==> src/adc_ctrl_pkg.sv <==
// Package with register map, field layout and decode types of the converter control block.
package adc_ctrl_pkg;

    // ----------------------------------------------------------------
    // Register map
    // ----------------------------------------------------------------
    localparam logic [2:0] ADDR_CONTROL_STATUS = 3'h6;
    localparam logic [2:0] ADDR_REF_CHANNEL = 3'h7;
    localparam logic [2:0] ADDR_IRQ_STATUS = 3'h0;
    localparam logic [2:0] ADDR_IRQ_MASK = 3'h1;
    localparam logic [7:0] RESET_CONTROL_STATUS = 8'h00;
    localparam logic [7:0] RESET_REF_CHANNEL = 8'h00;

    // ----------------------------------------------------------------
    // Field positions
    // ----------------------------------------------------------------
    localparam int BIT_ENABLE = 7;
    localparam int BIT_START = 6;
    localparam int BIT_AUTO_TRIGGER = 5;
    localparam int BIT_DONE_FLAG = 4;
    localparam int BIT_IRQ_ENABLE = 3;
    localparam int BIT_REF_HI = 7;
    localparam int BIT_REF_LO = 6;
    localparam int BIT_POLARITY = 5;
    localparam int BIT_GAIN = 0;

    // ----------------------------------------------------------------
    // Conversion timing in converter clock cycles
    // ----------------------------------------------------------------
    localparam logic [4:0] FIRST_CONV_CYCLES = 5'd25;
    localparam logic [4:0] NORMAL_CONV_CYCLES = 5'd13;
    localparam logic [6:0] PRESCALE_MAX = 7'h7F;

    // ----------------------------------------------------------------
    // Types
    // ----------------------------------------------------------------
    typedef enum logic [2:0] {
        ST_OFF = 3'b001,
        ST_IDLE = 3'b010,
        ST_BUSY = 3'b100
    } conv_state_type;

    typedef enum logic [1:0] {
        REF_SUPPLY = 2'b00,
        REF_EXTERNAL = 2'b01,
        REF_INTERNAL = 2'b10,
        REF_RESERVED = 2'b11
    } ref_sel_type;

    typedef struct packed {
        logic supply_ref;
        logic external_ref;
        logic internal_ref_on;
    } ref_route_type;

    typedef struct packed {
        logic pos_valid;
        logic [3:0] pos_sel;
        logic neg_valid;
        logic [3:0] neg_sel;
        logic gain_20x;
        logic temp_sensor_on;
    } mux_route_type;

    // Internal source codes for the positive input.
    localparam logic [3:0] SRC_AGND = 4'h8;
    localparam logic [3:0] SRC_BANDGAP = 4'h9;
    localparam logic [3:0] SRC_TEMP = 4'hA;

endpackage

==> src/adc_mux_and_control.sv <==
// Reference and channel decode plus enable/start sequencing of the converter.
//
// The address-and-strobe port was decided locally.
`timescale 1ns/1ps
// ----------------------------------------------------------------
// How it works
// - Two reference bits pick supply, pin, internal.
// - Reference changes wait for conversion completion.
// - Channel changes wait for conversion completion.
// - Codes 0-7 route single-ended pins 0-7.
// - Ground, internal reference, temperature sensor codes.
// - Remaining code ranges reserved for differential/calibration.
// - Lowest bit picks 1x or 20x gain.
// - Top bit swaps differential pair polarity.
// - Full differential pair table decoded.
// - Same-pin calibration pairs on pins 0,3,7.
// - Enable powers converter; clearing aborts conversion.
// - Start bit starts one, or first free-running.
// - First conversion 25 cycles, later 13.
// - Start reads one while busy; zero ignored.
// - Done flag sets on completion; cleared by one.
// - Prescaler divides clock by 2 to 128.
// ----------------------------------------------------------------
module adc_mux_and_control
    import adc_ctrl_pkg::*;
(
    input wire logic mclk_in,
    input wire logic reset_in,
    input wire logic [2:0] addr_in,
    input wire logic [7:0] wdata_in,
    input wire logic write_in,
    input wire logic read_in,
    input wire logic vector_ack_in,
    output logic [7:0] rdata_out,
    output logic irq_out,
    output logic adc_power_out,
    output logic conv_start_out,
    output logic conv_done_out,
    output logic conv_first_out,
    output ref_route_type ref_route_out,
    output mux_route_type mux_route_out,
    output logic converter_clk_en_out
);

    // ----------------------------------------------------------------
    // Functions
    // ----------------------------------------------------------------
    function automatic ref_route_type decode_ref(input logic [1:0] sel);
        ref_route_type r;
        r = '0;
        case (sel)
            REF_SUPPLY: r.supply_ref = 1'b1;
            REF_EXTERNAL: r.external_ref = 1'b1;
            REF_INTERNAL: r.internal_ref_on = 1'b1;
            default: r = '0;
        endcase
        return r;
    endfunction

    // Differential pair table indexed by the low five bits with the gain bit dropped.
    function automatic mux_route_type decode_mux(input logic [5:0] code);
        mux_route_type m;
        logic [7:0] pair;
        m = '0;
        pair = 8'h00;
        m.gain_20x = 1'b0;
        if (code[5:3] == 3'b000)
        begin
            m.pos_valid = 1'b1;
            m.pos_sel = {1'b0, code[2:0]};
        end
        else if (code == 6'b100000)
        begin
            m.pos_valid = 1'b1;
            m.pos_sel = SRC_AGND;
        end
        else if (code == 6'b100001)
        begin
            m.pos_valid = 1'b1;
            m.pos_sel = SRC_BANDGAP;
        end
        else if (code == 6'b100010)
        begin
            m.pos_valid = 1'b1;
            m.pos_sel = SRC_TEMP;
            m.temp_sensor_on = 1'b1;
        end
        else
        begin
            // Pair nibbles are {positive, negative}; top bit swaps them.
            case (code[4:1])
                4'h4: pair = 8'h01;
                4'h5: pair = 8'h03;
                4'h6: pair = 8'h12;
                4'h7: pair = 8'h13;
                4'h8: pair = 8'h23;
                4'h9: pair = 8'h34;
                4'hA: pair = 8'h35;
                4'hB: pair = 8'h36;
                4'hC: pair = 8'h37;
                4'hD: pair = 8'h45;
                4'hE: pair = 8'h56;
                4'hF: pair = 8'h67;
                default: pair = 8'h00;
            endcase
            if (code[5:3] == 3'b100)
            begin
                // Calibration: 100011 pin0, 10010x pin3, 10011x pin7.
                if (code[2:1] == 2'b01)
                    pair = 8'h00;
                else if (code[2:1] == 2'b10)
                    pair = 8'h33;
                else
                    pair = 8'h77;
                m.gain_20x = code[0] | (code[2:1] == 2'b01);
            end
            else
            begin
                if (code[5])
                    pair = {pair[3:0], pair[7:4]};
                m.gain_20x = code[BIT_GAIN];
            end
            m.pos_valid = !(code[5:1] == 5'b10000);
            m.neg_valid = m.pos_valid;
            m.pos_sel = pair[7:4];
            m.neg_sel = pair[3:0];
        end
        return m;
    endfunction

    // ----------------------------------------------------------------
    // Registers
    // ----------------------------------------------------------------
    logic enable;
    logic auto_trigger;
    logic done_flag;
    logic irq_enable;
    logic [2:0] prescale_sel;
    logic [7:0] ref_channel;
    logic [7:0] active_sel;
    logic [7:0] irq_status;
    logic [7:0] irq_mask;
    logic [6:0] prescale_cnt;
    logic [4:0] cycle_cnt;
    logic first_pending;
    logic start_req;
    conv_state_type state;
    logic tick;
    logic finish;
    logic wr_ctrl;

    assign wr_ctrl = write_in && addr_in == ADDR_CONTROL_STATUS;
    assign finish = state == ST_BUSY && tick && cycle_cnt == 5'd1;

    // ----------------------------------------------------------------
    // Prescaler
    // ----------------------------------------------------------------
    // Division factor is 2 for codes 0 and 1, doubling to 128.
    logic [6:0] div_mask;
    assign div_mask = (prescale_sel == 3'd0) ? 7'h01 : PRESCALE_MAX >> (3'd7 - prescale_sel);

    always_ff @(posedge mclk_in or posedge reset_in)
    begin
        if (reset_in)
            prescale_cnt <= 7'h00;
        else if (!enable)
            prescale_cnt <= 7'h00;
        else
            prescale_cnt <= prescale_cnt + 7'h01;
    end

    assign tick = enable && ((prescale_cnt & div_mask) == div_mask);

    // ----------------------------------------------------------------
    // Control register
    // ----------------------------------------------------------------
    always_ff @(posedge mclk_in or posedge reset_in)
    begin
        if (reset_in)
        begin
            enable <= 1'b0;
            auto_trigger <= 1'b0;
            irq_enable <= 1'b0;
            prescale_sel <= 3'h0;
        end
        else if (wr_ctrl)
        begin
            enable <= wdata_in[BIT_ENABLE];
            auto_trigger <= wdata_in[BIT_AUTO_TRIGGER];
            irq_enable <= wdata_in[BIT_IRQ_ENABLE];
            prescale_sel <= wdata_in[2:0];
        end
    end

    // Start writes of zero are ignored; request is held until the state is ST_BUSY or enable is cleared.
    always_ff @(posedge mclk_in or posedge reset_in)
    begin
        if (reset_in)
            start_req <= 1'b0;
        else if (wr_ctrl && wdata_in[BIT_START] && wdata_in[BIT_ENABLE])
            start_req <= 1'b1;
        else if (!enable || (wr_ctrl && !wdata_in[BIT_ENABLE]) || state == ST_BUSY)
            start_req <= 1'b0;
    end

    // ----------------------------------------------------------------
    // Conversion sequencer
    // ----------------------------------------------------------------
    always_ff @(posedge mclk_in or posedge reset_in)
    begin
        if (reset_in)
        begin
            state <= ST_OFF;
            cycle_cnt <= 5'h00;
            first_pending <= 1'b1;
        end
        else if (wr_ctrl && !wdata_in[BIT_ENABLE])
        begin
            state <= ST_OFF;
            cycle_cnt <= 5'h00;
            first_pending <= 1'b1;
        end
        else
        begin
            case (state)
                ST_OFF:
                    if (enable)
                        state <= ST_IDLE;
                ST_IDLE:
                    if (start_req && tick)
                    begin
                        state <= ST_BUSY;
                        cycle_cnt <= first_pending ? FIRST_CONV_CYCLES : NORMAL_CONV_CYCLES;
                        first_pending <= 1'b0;
                    end
                ST_BUSY:
                    if (tick)
                    begin
                        if (cycle_cnt == 5'd1)
                        begin
                            // Free running reloads at once, leaving no idle cycle.
                            state <= auto_trigger ? ST_BUSY : ST_IDLE;
                            cycle_cnt <= NORMAL_CONV_CYCLES;
                        end
                        else
                            cycle_cnt <= cycle_cnt - 5'd1;
                    end
                default:
                    state <= ST_OFF;
            endcase
        end
    end

    // ----------------------------------------------------------------
    // Selections and shadow copy
    // ----------------------------------------------------------------
    // The written value is the shadow; the routing copy only moves when no conversion runs or one completes.
    always_ff @(posedge mclk_in or posedge reset_in)
    begin
        if (reset_in)
            ref_channel <= RESET_REF_CHANNEL;
        else if (write_in && addr_in == ADDR_REF_CHANNEL)
            ref_channel <= wdata_in;
    end

    always_ff @(posedge mclk_in or posedge reset_in)
    begin
        if (reset_in)
            active_sel <= RESET_REF_CHANNEL;
        else if (state != ST_BUSY || finish)
            active_sel <= ref_channel;
    end

    // ----------------------------------------------------------------
    // Done flag and interrupt
    // ----------------------------------------------------------------
    // Completion wins over a simultaneous clear.
    always_ff @(posedge mclk_in or posedge reset_in)
    begin
        if (reset_in)
            done_flag <= 1'b0;
        else if (finish)
            done_flag <= 1'b1;
        else if ((wr_ctrl && wdata_in[BIT_DONE_FLAG]) || vector_ack_in)
            done_flag <= 1'b0;
    end

    always_ff @(posedge mclk_in or posedge reset_in)
    begin
        if (reset_in)
            irq_status <= 8'h00;
        else if (finish)
            irq_status <= irq_status | 8'h01;
        else if (read_in && addr_in == ADDR_IRQ_STATUS)
            irq_status <= 8'h00;
    end

    always_ff @(posedge mclk_in or posedge reset_in)
    begin
        if (reset_in)
            irq_mask <= 8'h00;
        else if (write_in && addr_in == ADDR_IRQ_MASK)
            irq_mask <= {7'h00, wdata_in[0]};
    end

    // ----------------------------------------------------------------
    // Outputs
    // ----------------------------------------------------------------
    always_ff @(posedge mclk_in or posedge reset_in)
    begin
        if (reset_in)
        begin
            rdata_out <= 8'h00;
            irq_out <= 1'b0;
            adc_power_out <= 1'b0;
            conv_start_out <= 1'b0;
            conv_done_out <= 1'b0;
            conv_first_out <= 1'b0;
            ref_route_out <= '0;
            mux_route_out <= '0;
            converter_clk_en_out <= 1'b0;
        end
        else
        begin
            irq_out <= ((irq_status & irq_mask) != 8'h00) || (done_flag && irq_enable);
            adc_power_out <= enable;
            conv_start_out <= state == ST_IDLE && start_req && tick && !(wr_ctrl && !wdata_in[BIT_ENABLE]);
            conv_done_out <= finish && !(wr_ctrl && !wdata_in[BIT_ENABLE]);
            conv_first_out <= state == ST_BUSY && cycle_cnt > NORMAL_CONV_CYCLES;
            ref_route_out <= decode_ref(active_sel[BIT_REF_HI:BIT_REF_LO]);
            mux_route_out <= decode_mux(active_sel[5:0]);
            converter_clk_en_out <= tick;
            if (read_in)
            begin
                case (addr_in)
                    ADDR_CONTROL_STATUS: rdata_out <= {enable, state == ST_BUSY || start_req, auto_trigger,
                        done_flag, irq_enable, prescale_sel};
                    ADDR_REF_CHANNEL: rdata_out <= ref_channel;
                    ADDR_IRQ_STATUS: rdata_out <= irq_status;
                    ADDR_IRQ_MASK: rdata_out <= irq_mask;
                    default: rdata_out <= 8'h00;
                endcase
            end
            else
                rdata_out <= 8'h00;
        end
    end

    // ----------------------------------------------------------------
    // Assertions
    // ----------------------------------------------------------------
    a_abort_on_disable: assert property (@(posedge mclk_in) disable iff (reset_in)
        wr_ctrl && !wdata_in[BIT_ENABLE] |=> state == ST_OFF) else $error("disable did not abort");
    a_first_length: assert property (@(posedge mclk_in) disable iff (reset_in)
        state == ST_IDLE && start_req && tick && first_pending && !wr_ctrl |=> cycle_cnt == 5'd25)
        else $error("first conversion length wrong");
    a_normal_length: assert property (@(posedge mclk_in) disable iff (reset_in)
        state == ST_IDLE && start_req && tick && !first_pending && !wr_ctrl |=> cycle_cnt == 5'd13)
        else $error("normal conversion length wrong");
    a_done_sets: assert property (@(posedge mclk_in) disable iff (reset_in)
        finish |=> done_flag) else $error("done flag not set");
    a_done_clear: assert property (@(posedge mclk_in) disable iff (reset_in)
        !finish && wr_ctrl && wdata_in[BIT_DONE_FLAG] |=> !done_flag) else $error("done flag not cleared");
    a_sel_held_busy: assert property (@(posedge mclk_in) disable iff (reset_in)
        state == ST_BUSY && $past(state) == ST_BUSY && !$past(finish) |-> $stable(active_sel))
        else $error("routing changed mid conversion");
    a_tick_rate: assert property (@(posedge mclk_in) disable iff (reset_in)
        enable && prescale_sel == 3'd2 && $past(prescale_sel) == 3'd2 && tick |=> !tick ##1 !tick ##1 !tick)
        else $error("prescaler spacing wrong");
    a_temp_sensor: assert property (@(posedge mclk_in) disable iff (reset_in)
        active_sel[5:0] == 6'b100010 |=> mux_route_out.temp_sensor_on) else $error("temp sensor off");
    a_ref_internal: assert property (@(posedge mclk_in) disable iff (reset_in)
        active_sel[7:6] == 2'b10 |=> ref_route_out.internal_ref_on && !ref_route_out.supply_ref)
        else $error("reference decode wrong");
    c_conv_done: cover property (@(posedge mclk_in) disable iff (reset_in) finish);
    c_free_run: cover property (@(posedge mclk_in) disable iff (reset_in) finish && auto_trigger);
    c_abort: cover property (@(posedge mclk_in) disable iff (reset_in) state == ST_BUSY && wr_ctrl && !wdata_in[7]);
    c_deferred: cover property (@(posedge mclk_in) disable iff (reset_in)
        state == ST_BUSY && write_in && addr_in == ADDR_REF_CHANNEL);

endmodule

==> config.mk <==
export PLATFORM = sky130hd
export DESIGN_NAME = adc_mux_and_control
export DESIGN_NICKNAME = d
export VERILOG_FILES = /design/src/adc_ctrl_pkg.sv /design/src/adc_mux_and_control.sv
export SDC_FILE = /design/constraint.sdc
export NUM_CORES = 1
export LEC_CHECK = 0
export ABC_AREA = 1
export BUFFER_PORTS_ARGS = -buffer_cell sky130_fd_sc_hd__buf_2
export CAP_MARGIN = 40
export CORE_AREA = 2 2 88 90
export DETAILED_ROUTE_END_ITERATION = 6
export DIE_AREA = 0 0 90 92
export PLACE_DENSITY_LB_ADDON = 0.3
export SYNTH_ARGS = -nofsm -noshare
export SYNTH_HDL_FRONTEND = slang
export SYNTH_SLANG_ARGS = --single-unit
==> constraint.sdc <==
create_clock -name mclk_in -period 5.2 [get_ports mclk_in]
set_input_delay 1.04 -clock mclk_in [delete_from_list [all_inputs] [get_ports mclk_in]]
set_output_delay 1.04 -clock mclk_in [all_outputs]
set_load 0.03 [all_outputs]
==> impl_metrics.toml <==
[worst_setup_path]
critical_path.top_delay_family = "flip-flops"
crit_path_max_incr_delay_ns = 0.38
cp.buffers_inverters = 1
cp.arrival_ns = 0.90
regToRegStartpoint = "active_sel[1]"
r2r_setup_slack_ns = 3.52
cp.required_ns = 4.16
cp_max_fo = 1
cp_slowest_cell = "dfrtp_1"
worstSetupStartpoint = "conv_done_out"
critPathKind = "flip-flop to output pin"
critPathCaptureType = "output pin"
reg2reg_depth = 9
startpoint_type = "flip-flop"
r2r-end = "mux_route_out[8]"
critical_path.cell_chain = "buf_2"

[sta]
fin_ws_ns = 3.262
slew_violations = 0
tightestPinTransition_ns = 0.6001
hold_viol = 0
finalSetupTns_ns = 0
setup_viol = 0
finClkSkew_ns = 0.008090
post-route-min-period_ns = 1.938
slew_headroom_pct = 59.99
max_freq_mhz = 515.9
whs_ns = 0.4519
rsz0062_at_grt = "no"
post-route-period-util_pct = 37.28

[final_layout]
area_growth_pct = 14.55
drive_above_1_share_pct = 21.51
finalNonFillerCells = 525
layout.nets = 442
n_fill_cell = 716
antenna_cells = 0

[global_routing]
gr-usage-met3_pct = 3.862
grt_pass1_wl_um = 12170
use_met1_pct = 23.95
grt_start_max_net_pins = 50
grt_usage_pct = 18.53
grt-busiest-layer = "met2"
gr-usage-met2_pct = 30.70
grt_pass1_vias = 2592
overflow = 0
antenna_found_initial = 0

[clocking]
cts_buffers = 9
clockBufferDepth = 2
cts_root_buffer = "clkbuf_8"
cts_setup_buffers = 0
clk_latency_ns = 0.35
cts_tree = "done"
htree_levels = 3
clkTransAtPathRegs_ns = 0.07
cts_hold_buf = 0
clkSinkCount = 70
cts.repair.resized = 0

[synthesis]
yosys-top-cells-area = "dfrtp_1 51%, nand2_1 7.6%, inv_1 5.6%"
yosys-top-cells-count = "68 x dfrtp_1, 68 x nand2_1, 50 x inv_1"
yosys_warnings = 0
syn-num-nets = 394
synth_top_cell_by_area = "dfrtp_1"
synth_edf_count = 0
syn_area_um2 = 3344
ys_seq_area_share_pct = 52.45
synthDominantCellAreaShare_pct = 50.88
yosysUniqueCellTypes = 46
synthArstFlopShare_pct = 100.0
ys_seq_elements = 70
synth_cells = 371
syn_area_per_cell_um2 = 9.015
synthFlopType = "dfrtp_1"

[hold_path]
hp-start = "active_sel[7]"
hold_class = "flip-flop to flip-flop"
hold_end = "ref_route_out[2]"
holdPathStages = 1

[power_and_ir_drop]
leakagePower_nw = 2.010
power.density_nw_per_um2 = 439.1
ir_worst_vdd_uv = 214.8

[detailed_routing]
first_pass_iters = 4
vias_per_cell = 4.977
drt_iter0_drc = 116
drc = 0
drt_wl_total_um = 6815
vias = 2613
wl_per_cell_um = 12.98
postRouteAntennaNets = 0

[place]
numPortBuffers = 43
dp_hpwl_um = 5007
numPlacedInstances = 510
place.gp.congestion = 0.8834
pre_cts_ws_ns = 2.989

[die]
ioPinCount = 45
core_um2 = 7447
die_h_um = 92
dieArea_um2 = 8280
num_rows = 32
die_x_um = 90
start_util_pct = 44.91

[outcome]
status = "completed"

[flow_run]
cap_violations = 0
-- cell usage in the layout, fill, tap and decap left out, types with 4 or more instances in the layout --
master     n
nor2_1    43
nand2_4    4
nand3_2    4
dfrtp_1   68
a21oi_1    9
a22oi_1    7
clkbuf_8   9
ha_1       7
inv_1     49
o21ai_0   25
nor3_1     4
nand2_1   68
nand4_1    5
o21ai_1   11
nand3_1   16
inv_2      4
o211ai_1   4
buf_2     43
-- sequential cells by signal, indices dropped and copies added, names as in the netlist, 3 cells and up --
| register | count |
|---|---|
| ref_channel | 8 |
| mux_route_out | 11 |
| ref_route_out | 3 |
| state | 3 |
| rdata_out | 8 |
| prescale_sel | 3 |
| prescale_cnt | 7 |
| active_sel | 8 |
| cycle_cnt | 5 |
-- layout make-up --
class                           count  area [µm²]  area share, %
Multi-Input combinational cell    239        1330          34.72
Tap cell                          102       127.6          3.331
Sequential cell                    70        1754          45.79
Inverter                           55       209.0          5.454
Clock buffer                        9       123.9          3.233
Clock inverter                      6       63.81          1.666
Timing Repair Buffer               44       222.7          5.813
-- per-stage QoR --
step / power (mW) / utilization [%] / instance area [µm²]
5_1_grt: 1.804 / 51.44 / 3831
3_5_place_dp: 1.270 / 48.92 / 3643
2_1_floorplan: 1.145 / - / 3344
4_1_cts: 1.696 / 51.44 / 3831
3_3_place_gp: 1.261 / 48.92 / 3643
6_report: 1.682 / 51.44 / 3831
-- where the power goes --
| group | internal (mW) | switching, mW |
|---|---|---|
| clock | 0.218 | 0.204 |
| combinational | 0.172 | 0.341 |
| sequential | 0.659 | 0.0889 |
| total | 1.05 | 0.634 |
-- per-layer routing --
metal / up-vias / routed length, µm / part of all wire (%)
met2: 57 / 3283 / 48
met3: 8 / 283 / 4.2
met5: - / 0 / 0
li1: 1290 / - / -
met4: 0 / 87 / 1.3
met1: 1258 / 3161 / 46
-- logic make-up after synthesis --
group	Yosys count	synth area share (%)
XOR/XNOR	3	0.7858
other	1	0.1121
buffers and inverters	62	7.781
multiplexers	1	0.3367
adder cells (fa/ha/maj)	7	2.619
AO/OA/AOI/OAI	69	12.35
flip-flops	70	52.45
AND/OR/NAND/NOR	158	23.57
-- how the worst max path moves through the flow --
stage	endpoint	slack [ns]	cells after the start
CTS	conv_done_out	3.24	1
floorplan	active_sel[0]	2.40	1
finish	conv_done_out	3.26	1
global route	conv_done_out	3.21	1
global placement	ref_channel[7]	3.04	5
detailed placement	ref_channel[7]	2.99	5
(Power assumes the default switching activity.)
